$ cat src/scf_pkg.sv
/*
  Shared constants and carrier types for the synthesizer calibration and
  front-end register bank: register offsets, field positions, reset values,
  state encodings and the packed structs that group related signals.
  Assumes one system clock domain and an internal register port fed by the
  serial control port decoder.
*/
package scf_pkg;

  // Register offsets on the internal register port.
  localparam logic [5:0] SCF_ADDR_RX_FRONT_END = 6'h21;
  localparam logic [5:0] SCF_ADDR_TX_FRONT_END = 6'h22;
  localparam logic [5:0] SCF_ADDR_CAL_HIGH     = 6'h23;
  localparam logic [5:0] SCF_ADDR_CAL_MID      = 6'h24;
  localparam logic [5:0] SCF_ADDR_CAL_LOW      = 6'h25;
  localparam logic [5:0] SCF_ADDR_CAL_CONTROL  = 6'h26;

  // Field positions (least significant bit of each field).
  localparam int SCF_POS_LO_DRIVE   = 4;
  localparam int SCF_POS_LEVEL_IDX  = 0;
  localparam int SCF_POS_CAL_CFG    = 6;
  localparam int SCF_POS_PUMP_EN    = 4;
  localparam int SCF_POS_RES_HIGH   = 0;

  // Reset values of every stored field.
  localparam logic [7:0] SCF_RST_RX_FRONT_END = 8'hA6;
  localparam logic [1:0] SCF_RST_LO_DRIVE     = 2'h1;
  localparam logic [2:0] SCF_RST_LEVEL_IDX    = 3'h0;
  localparam logic [1:0] SCF_RST_CAL_CFG      = 2'h2;
  localparam logic [1:0] SCF_RST_PUMP_EN      = 2'h2;
  localparam logic [3:0] SCF_RST_RES_HIGH     = 4'h9;
  localparam logic [5:0] SCF_RST_RES_MID      = 6'h0A;
  localparam logic [5:0] SCF_RST_RES_LOW      = 6'h20;
  localparam logic [6:0] SCF_RST_CAL_CONTROL  = 7'h0D;

  // Power ramp states.
  typedef enum logic [1:0] {
    SCF_RAMP_IDLE = 2'b00,
    SCF_RAMP_UP   = 2'b01,
    SCF_RAMP_HOLD = 2'b10,
    SCF_RAMP_DOWN = 2'b11
  } scf_ramp_state_t;

  // Synthesizer calibration sequence states.
  typedef enum logic [1:0] {
    SCF_CAL_IDLE = 2'b00,
    SCF_CAL_PUMP = 2'b01,
    SCF_CAL_VCO  = 2'b10
  } scf_cal_state_t;

  // One access on the internal register port.
  typedef struct packed {
    logic       wrEn;
    logic [5:0] addr;
    logic [7:0] wrData;
  } scf_reg_req_t;

  // One set of synthesizer calibration results.
  typedef struct packed {
    logic [3:0] high;
    logic [5:0] mid;
    logic [5:0] low;
  } scf_cal_result_t;

endpackage : scf_pkg

$ cat src/scf_synth_cal_frontend_regs.sv
/*
  Front-end and synthesizer calibration register bank with the output power
  ramp sequencer and the calibration stage sequencer that these registers steer.
  Assumes the serial control port decoder, the analog calibration engine and
  the transmit controller all run on sys_clk, so no input needs synchronising.
*/
`timescale 1ns/1ns
module scf_synth_cal_frontend_regs
  import scf_pkg::*;
(
  input  wire logic            sys_clk,
  input  wire logic            reset_n,
  input  wire logic            clkEn,
  input  wire scf_reg_req_t    regReq,
  output logic [7:0]           regRdData,
  input  wire logic            txStart,
  input  wire logic            txEnd,
  input  wire logic            rampTick,
  output logic [2:0]           outputLevelTableIndex,
  output logic                 rampActive,
  input  wire logic            calStart,
  input  wire logic            calStageDone,
  input  wire scf_cal_result_t calResultIn,
  output logic                 pumpCalActive,
  output logic                 vcoCalActive,
  output logic                 calDone,
  output scf_cal_result_t      tuneValues,
  output logic [7:0]           rxFrontEndSetup,
  output logic [1:0]           txLoBufferDrive,
  output logic [1:0]           calConfig,
  output logic [6:0]           calControl
);

  // Stored register fields; reserved positions have no flip-flop at all.
  logic [7:0]      rxFrontEnd_reg;
  logic [7:0]      rxFrontEnd_next;
  logic [1:0]      loDrive_reg;
  logic [1:0]      loDrive_next;
  logic [2:0]      levelIdx_reg;
  logic [2:0]      levelIdx_next;
  logic [1:0]      calCfg_reg;
  logic [1:0]      calCfg_next;
  logic [1:0]      pumpEn_reg;
  logic [1:0]      pumpEn_next;
  scf_cal_result_t result_reg;
  scf_cal_result_t result_next;
  logic [6:0]      calCtrl_reg;
  logic [6:0]      calCtrl_next;
  logic [7:0]      rdData_reg;
  logic [7:0]      rdData_next;

  // Sequencer state.
  scf_ramp_state_t rampState_reg;
  scf_ramp_state_t rampState_next;
  logic [2:0]      rampIdx_reg;
  logic [2:0]      rampIdx_next;
  scf_cal_state_t  calState_reg;
  scf_cal_state_t  calState_next;
  logic            calDone_reg;
  logic            calDone_next;

  // Read-back view of one register; unmapped offsets read as zero.
  function automatic logic [7:0] readView(input logic [5:0] addr,
                                          input logic [7:0] rx,
                                          input logic [1:0] lo,
                                          input logic [2:0] lvl,
                                          input logic [1:0] cfg,
                                          input logic [1:0] pump,
                                          input scf_cal_result_t res,
                                          input logic [6:0] ctrl);
    logic [7:0] v;
    v = 8'h00;
    unique case (addr)
      SCF_ADDR_RX_FRONT_END: v = rx;
      SCF_ADDR_TX_FRONT_END: v = {2'b00, lo, 1'b0, lvl};
      SCF_ADDR_CAL_HIGH:     v = {cfg, pump, res.high};
      SCF_ADDR_CAL_MID:      v = {2'b00, res.mid};
      SCF_ADDR_CAL_LOW:      v = {2'b00, res.low};
      SCF_ADDR_CAL_CONTROL:  v = {1'b0, ctrl};
      default:               v = 8'h00;
    endcase
    return v;
  endfunction : readView

  // Register write decode, calibration result capture and read-back.
  always_comb
  begin
    rxFrontEnd_next = rxFrontEnd_reg;
    loDrive_next    = loDrive_reg;
    levelIdx_next   = levelIdx_reg;
    calCfg_next     = calCfg_reg;
    pumpEn_next     = pumpEn_reg;
    result_next     = result_reg;
    calCtrl_next    = calCtrl_reg;
    if (regReq.wrEn)
    begin
      unique case (regReq.addr)
        SCF_ADDR_RX_FRONT_END: rxFrontEnd_next = regReq.wrData;
        SCF_ADDR_TX_FRONT_END:
        begin
          loDrive_next  = regReq.wrData[SCF_POS_LO_DRIVE +: 2];
          levelIdx_next = regReq.wrData[SCF_POS_LEVEL_IDX +: 3];
        end
        SCF_ADDR_CAL_HIGH:
        begin
          calCfg_next      = regReq.wrData[SCF_POS_CAL_CFG +: 2];
          pumpEn_next      = regReq.wrData[SCF_POS_PUMP_EN +: 2];
          result_next.high = regReq.wrData[SCF_POS_RES_HIGH +: 4];
        end
        SCF_ADDR_CAL_MID:      result_next.mid = regReq.wrData[5:0];
        SCF_ADDR_CAL_LOW:      result_next.low = regReq.wrData[5:0];
        SCF_ADDR_CAL_CONTROL:  calCtrl_next = regReq.wrData[6:0];
        default:               ;
      endcase
    end
    // A finishing calibration wins over a host write to the result fields in the same cycle,
    // because the engine's fresh result must not be lost.
    // capture calibration results
    if (calState_reg == SCF_CAL_VCO && calStageDone)
    begin
      result_next = calResultIn;
    end
    rdData_next = readView(regReq.addr, rxFrontEnd_reg, loDrive_reg, levelIdx_reg,
                           calCfg_reg, pumpEn_reg, result_reg, calCtrl_reg);
  end

  // Register bank flip-flops; clkEn low freezes everything.
  always_ff @(posedge sys_clk or negedge reset_n)
  begin
    if (!reset_n)
    begin
      rxFrontEnd_reg <= SCF_RST_RX_FRONT_END;
      loDrive_reg    <= SCF_RST_LO_DRIVE;
      levelIdx_reg   <= SCF_RST_LEVEL_IDX;
      calCfg_reg     <= SCF_RST_CAL_CFG;
      pumpEn_reg     <= SCF_RST_PUMP_EN;
      result_reg     <= '{high: SCF_RST_RES_HIGH, mid: SCF_RST_RES_MID,
                          low: SCF_RST_RES_LOW};
      calCtrl_reg    <= SCF_RST_CAL_CONTROL;
      rdData_reg     <= 8'h00;
    end
    else if (clkEn)
    begin
      rxFrontEnd_reg <= rxFrontEnd_next;
      loDrive_reg    <= loDrive_next;
      levelIdx_reg   <= levelIdx_next;
      calCfg_reg     <= calCfg_next;
      pumpEn_reg     <= pumpEn_next;
      result_reg     <= result_next;
      calCtrl_reg    <= calCtrl_next;
      rdData_reg     <= rdData_next;
    end
  end

  // Power ramp: walk the table index up on start and down on end.
  // The level is re-read every step, so a rewrite mid-ramp retargets it.
  always_comb
  begin
    rampState_next = rampState_reg;
    rampIdx_next   = rampIdx_reg;
    unique case (rampState_reg)
      SCF_RAMP_IDLE:
      begin
        if (txStart)
        begin
          rampIdx_next   = 3'h0;
          rampState_next = (levelIdx_reg == 3'h0) ? SCF_RAMP_HOLD : SCF_RAMP_UP;
        end
      end
      SCF_RAMP_UP:
      begin
        if (txEnd)
        begin
          rampState_next = SCF_RAMP_DOWN;
        end
        else if (rampTick)
        begin
          if (rampIdx_reg < levelIdx_reg)
          begin
            rampIdx_next = rampIdx_reg + 3'h1;
          end
          if (rampIdx_reg + 3'h1 >= levelIdx_reg)
          begin
            rampState_next = SCF_RAMP_HOLD;
          end
        end
      end
      SCF_RAMP_HOLD:
      begin
        rampIdx_next = levelIdx_reg;
        if (txEnd)
        begin
          rampState_next = SCF_RAMP_DOWN;
        end
      end
      SCF_RAMP_DOWN:
      begin
        if (rampTick)
        begin
          if (rampIdx_reg == 3'h0)
          begin
            rampState_next = SCF_RAMP_IDLE;
          end
          else
          begin
            rampIdx_next = rampIdx_reg - 3'h1;
          end
        end
      end
    endcase
  end

  // Ramp flip-flops.
  always_ff @(posedge sys_clk or negedge reset_n)
  begin
    if (!reset_n)
    begin
      rampState_reg <= SCF_RAMP_IDLE;
      rampIdx_reg   <= 3'h0;
    end
    else if (clkEn)
    begin
      rampState_reg <= rampState_next;
      rampIdx_reg   <= rampIdx_next;
    end
  end

  // Calibration stages: optional pump stage, then the oscillator stage.
  always_comb
  begin
    calState_next = calState_reg;
    calDone_next  = 1'b0;
    unique case (calState_reg)
      SCF_CAL_IDLE:
      begin
        if (calStart)
        begin
          calState_next = (pumpEn_reg == 2'h0) ? SCF_CAL_VCO : SCF_CAL_PUMP;
        end
      end
      SCF_CAL_PUMP:
      begin
        if (calStageDone)
        begin
          calState_next = SCF_CAL_VCO;
        end
      end
      SCF_CAL_VCO:
      begin
        if (calStageDone)
        begin
          calState_next = SCF_CAL_IDLE;
          calDone_next  = 1'b1;
        end
      end
      default: calState_next = SCF_CAL_IDLE;
    endcase
  end

  // Calibration flip-flops.
  always_ff @(posedge sys_clk or negedge reset_n)
  begin
    if (!reset_n)
    begin
      calState_reg <= SCF_CAL_IDLE;
      calDone_reg  <= 1'b0;
    end
    else if (clkEn)
    begin
      calState_reg <= calState_next;
      calDone_reg  <= calDone_next;
    end
  end

  // Outputs; tuning always follows the stored results, host or engine.
  assign regRdData             = rdData_reg;
  assign outputLevelTableIndex = rampIdx_reg;
  assign rampActive            = (rampState_reg != SCF_RAMP_IDLE);
  assign pumpCalActive         = (calState_reg == SCF_CAL_PUMP);
  assign vcoCalActive          = (calState_reg == SCF_CAL_VCO);
  assign calDone               = calDone_reg;
  assign tuneValues            = result_reg;
  assign rxFrontEndSetup       = rxFrontEnd_reg;
  assign txLoBufferDrive       = loDrive_reg;
  assign calConfig             = calCfg_reg;
  assign calControl            = calCtrl_reg;
endmodule : scf_synth_cal_frontend_regs

$ cat config.mk
export PLATFORM = sky130hd
export DESIGN_NAME = scf_synth_cal_frontend_regs
export DESIGN_NICKNAME = d
export VERILOG_FILES = /design/src/scf_pkg.sv /design/src/scf_synth_cal_frontend_regs.sv
export SDC_FILE = /design/constraint.sdc
export NUM_CORES = 1
export LEC_CHECK = 0
export ABC_AREA = 1
export BUFFER_PORTS_ARGS = -buffer_cell sky130_fd_sc_hd__buf_2
export CAP_MARGIN = 20
export CORE_UTILIZATION = 40
export DETAILED_ROUTE_END_ITERATION = 12
export GPL_TIMING_DRIVEN = 0
export PLACE_DENSITY_LB_ADDON = 0.3
export SYNTH_ARGS = -nofsm -noshare
export SYNTH_HDL_FRONTEND = slang
export SYNTH_SLANG_ARGS = --single-unit
$ cat constraint.sdc
create_clock -name sys_clk -period 1.9 [get_ports sys_clk]
set_input_delay 0 -clock sys_clk [delete_from_list [all_inputs] [get_ports sys_clk]]
set_output_delay 0 -clock sys_clk [all_outputs]
set_load 0.05 [all_outputs]
Word-level counts from Yosys, hierarchy flattened
Cells that the tools add are included.
Storage, ports and cells
  word-level logic and storage cells: 92
  bits in latches: 0
  output and inout port bits: 50
  memories kept: 0
  RAM bits: 0
  memory bits (read-only): 0
  register bits after elaboration: 56
  input port bits: 39
Operators by class
  magnitude comparators: 2
  bitwise operators: 0
  multipliers: 0
  add/subtract/negate cells: 2
  reductions and logical operators: 21
  shift-type cells: 0
  div/mod/pow operators: 0
  eq/ne operators: 24
  mux-type cells: 29
Operators with widths (number)
  $pmux W8 S6: 1
  $eq A6 B6 Y1 const B: 6
  $mux W16: 2
  $mux W2: 12
  $ne A2 B2 Y1 const B: 11
  $reduce_and A3 Y1: 7
  $mux W3: 6
  $reduce_and A7 Y1: 2
  $mux W6: 2
  $pmux W3 S4: 1
  $reduce_bool A2 Y1: 5
  $pmux W2 S4: 1
  $eq A2 B2 Y1 const B: 3
  $logic_not A2 Y1: 3
  $logic_not A3 Y1: 2
  $ne A3 B3 Y1 const B: 2
  $pmux W2 S3: 1
  $eq A2 B1 Y1 const B: 2
  $mux W4: 1
  $reduce_and A4 Y1: 1
  $add A3 B1 Y3 const B: 1
  $ge A3 B3 Y1: 1
  $lt A3 B3 Y1: 1
  $sub A3 B1 Y3 const B: 1
  2 further kinds: 3

Logic depth before layout (Yosys ltp)
  depth in word-level cells: 6
  gate-level depth with buffers: 11
  gate-level depth less buffers: 11

Worst setup path before layout
OpenSTA, ideal clock, no wires.
  kind: flip-flop to flip-flop
  from: register rampIdx_reg[0], in the netlist outputLevelTableIndex[0]
  to: register rampState_reg[0]
  slack: -245 ps
  cell stages (with the launch flop): 11
  library setup time: 126 ps
  path buffers: 0
  period minus slack after synthesis: 2145 ps
  data arrival time: 2019 ps
  cells stage by stage: dfrtp_1 ha_1 or2_2 and2_1 ha_1 a21oi_1 nand3_1 nand2_1 nand2_1 nand2_1 o21ai_0
On the way
  longest elaborated chain between the ends: 4
Ends and longest elaborated chain
  start: declaration: RTL line scf_synth_cal_frontend_regs.sv:55  | logic [2:0] rampIdx_reg;
  start signal: assignment: RTL line scf_synth_cal_frontend_regs.sv:224  | rampIdx_reg <= rampIdx_next;
  $add A3 B1 Y3: RTL line scf_synth_cal_frontend_regs.sv:182  | if (rampIdx_reg + 3'h1 >= levelIdx_reg)
  $ge A3 B3 Y1: RTL line scf_synth_cal_frontend_regs.sv:182
  $ne A3 B3 Y1 (no source line)
  $reduce_and A7 Y1 (no source line) *
  end signal: assignment: RTL line scf_synth_cal_frontend_regs.sv:223  | rampState_reg <= rampState_next;
  end: declaration: RTL line scf_synth_cal_frontend_regs.sv:53  | scf_ramp_state_t rampState_reg;
Every way passes the cells marked *; elsewhere a longest branch is shown, timed or not.
A chain may end at the register's enable or synchronous reset.

Worst setup path in the final report
  from: register rampIdx_reg[0], in the netlist outputLevelTableIndex[0]
  to: register rampState_reg[1]
Same word-level chain as after synthesis.

==> reports/results.ini <==
[run_status]
status = completed

[timing]
fmax_mhz = 540
post-route-period-util = 0.975
min_period_ns = 1.85
relSlewSlack = 0.707
setup_viol = 0
slew_viol_final = 0
tns_ns = 0
worstMarginPinSlew_ns = 0.436
hold_viol = 0
fin_worst_skew_ns = 0.00462
rsz0062_at_grt = true
holdWs_ns = 0.0150

[global_route]
overflow = 0
grt_util_all_layers = 0.220
grt_first_pass_wirelength_um = 14700
grt_start_max_net_pins = 39
antenna_found_initial = 0
grt_pass1_vias = 2975

[critical_path]
crit_path_end_kind = register
crit_slowest_cell = dfrtp_2
cp_top_family = simple AND/OR/NAND/NOR gates
r2r-start = outputLevelTableIndex[0]
crit_buf_inv = 0
crit_required_ns = 2.11
path_class = register to register
start_kind = register
r2r_slack_ns = 0.05
slowest_delay_ns = 0.45
ff2ff_path_depth = 11
r2r_end = rampState_reg[1]
arrival_ns = 2.06
path_max_fanout = 4
crit_chain = ha_4 -> or2_4 -> and2_4 -> ha_4 -> nand3_2 -> nand3_2 -> nand2_2 -> nand2_2 -> nand2_4 -> nand2_1 -> nand2_1

[power_and_ir_drop]
power_density_nw_per_um2 = 1230
p_leak_nw = 2.28
total_power_w = 0.00515
vdd.ir_drop.worst_uv = 1000

[clock_network]
cts-htree-levels = 2
clk_transition_reported_paths_ns = 0.09
cts_tree = done
clock-root-buffer = clkbuf_8
clock_path_buffers = 2
clkLatencyLatePin_ns = 0.31
cts_buffers = 5
cts_sinks = 56

[logic_synthesis]
ys_ff_latch = 56
syn_nets = 484
synthAdderAreaFrac = 0.0524
synth-xor-area-share = 0
syn_area_per_cell_um2 = 7.76
synth_top_family_by_area = simple AND/OR/NAND/NOR gates
ys_warn_count = 0
synth_compound_area_frac = 0.112
muxShareOfSynthArea = 0
ys_seq_area_frac = 0.425
synth_cells = 431
synthesis.area_um2 = 3340
yosys.cell_types.count = 27
synthSimpleGateAreaFrac = 0.346

[die]
die_y_um = 93.4
start_util = 0.424
ios = 89
fp.dieW_um = 93.4
core_area_um2 = 7890
core.rowCount = 32
design.die.area_um2 = 8730

[hold_path]
min_delay_path_depth = 5
min_path_type = input pin to register
hp-start = calResultIn[7]
whs_endpoint = tuneValues[7]

[finish]
final_cells = 635
fin_area_um2 = 4180
syn_to_final_growth_pct = 24.8
nNetsFinal = 585
layout-drive-gt1-share = 0.336
largest_reg_flops = 16
nFillCells = 783
num_antenna_cells = 0

[placed_design]
gp_congestion = 0.874
dpl_cell_area_um2 = 3950
io_buffer_count = 86
place_inst = 620
dpl.hpwl_um = 7220

[drt]
first_iter_violations = 151
wire_per_inst_um = 14.5
ant_nets = 0
avgViaCountPerCell = 4.92
vias = 3125
first_pass_iters = 4
drc = 0
routed_wl_um = 9190

[job]
cap_viol_max_count = 0

[cell usage in the layout (no fill, tap or decap), types with 3 or more instances in the layout]
cell and instances:
a21oi_1 8, buf_2 89, buf_4 3, buf_6 3, clkbuf_8 7, dfrtp_1 39
dfstp_2 15, dlygate4sd3_1 4, ha_1 10, ha_4 4, inv_1 39, inv_2 4
nand2_1 151, nand2_2 10, nand2_4 7, nand3_1 36, nor2_1 30, nor2_4 5
o21a_1 4, o21ai_0 24, o21ai_2 19
[cell usage after synthesis (all sizes together)]
master  count  share of area
nand3      39          0.062
nand2     168           0.21
o21a        4         0.0090
nor3        2         0.0030
a21oi       9          0.013
dfrtp      41           0.31
nor2       39          0.066
o221ai      1         0.0026
dfstp      15           0.12
a21o        1         0.0022
ha         14          0.052
nand4       2         0.0037
o21ai      43          0.085
inv        43          0.048
and2        1         0.0019
buf         8          0.017
or2         1         0.0019
[cell type report]
| class | count | area (um2) | area share |
|---|---|---|---|
| Multi-Input combinational cell | 324 | 1790 | 0.430 |
| Sequential cell | 56 | 1420 | 0.341 |
| Timing Repair Buffer | 94 | 513 | 0.123 |
| Clock buffer | 8 | 100 | 0.0240 |
| Inverter | 43 | 161 | 0.0387 |
| Tap cell | 102 | 128 | 0.0306 |
| Buffer | 8 | 56.3 | 0.0135 |
[worst min-delay path, cell delays in order]
cell and delay [ns]:
buf_2 0.10, nand3_1 0.07, nand2_1 0.05, nand2_1 0.07, o21ai_2 0.05
[cells by family after synthesis]
logic type,count (synthesis)
and+or+nand+nor,252
buffers and inverters,51
DFF,56
AOI/OAI and AO/OA,58
adders and majority gates,14
[worst max-delay path by stage]
stage	startpoint	endpoint	slack [ns]	depth (start not counted)
6_report	outputLevelTableIndex[0]	rampState_reg[1]	0.05	11
4_1_cts	outputLevelTableIndex[0]	rampState_reg[0]	0.01	11
2_1_floorplan	outputLevelTableIndex[0]	rampState_reg[0]	-0.02	11
5_1_grt	outputLevelTableIndex[0]	rampState_reg[1]	-0.04	11
3_5_place_dp	outputLevelTableIndex[0]	rampState_reg[0]	-0.03	11
3_3_place_gp	outputLevelTableIndex[1]	rampState_reg[0]	0.01	11
[what timing repair did]
item	in CTS	in global routing
pin swaps	3	8
buffers inserted	2	1
setup endpoints to repair	2	3
gates resized for setup	2	9
endpoints found under the hold margin	24	0
hold buffers	4	0
[per-layer routing]
layer	GRT usage	wire, um	part of all wire	vias to the layer above
met5	0	0	0	-
met4	0.0474	80	0.0087	0
met3	0.0358	514	0.056	12
met2	0.349	4210	0.46	96
met1	0.315	4390	0.48	1448
li1	-	-	-	1569
[power breakdown]
part,switching [W],internal [W],total (W)
Clock,0.000369,0.000334,0.000702
Sequential,0.000262,0.00152,0.00178
Combinational,0.00190,0.000762,0.00266
Total,0.00253,0.00262,0.00515
[through the flow]
step	utilization	setup WS, ns
2_1_floorplan	-	-0.0162
3_3_place_gp	0.498	0.0118
3_5_place_dp	0.501	-0.0303
4_1_cts	0.521	0.0122
5_1_grt	0.529	-0.0383
6_report	0.529	0.0473
Note: power is estimated with default switching activity, not from simulation.
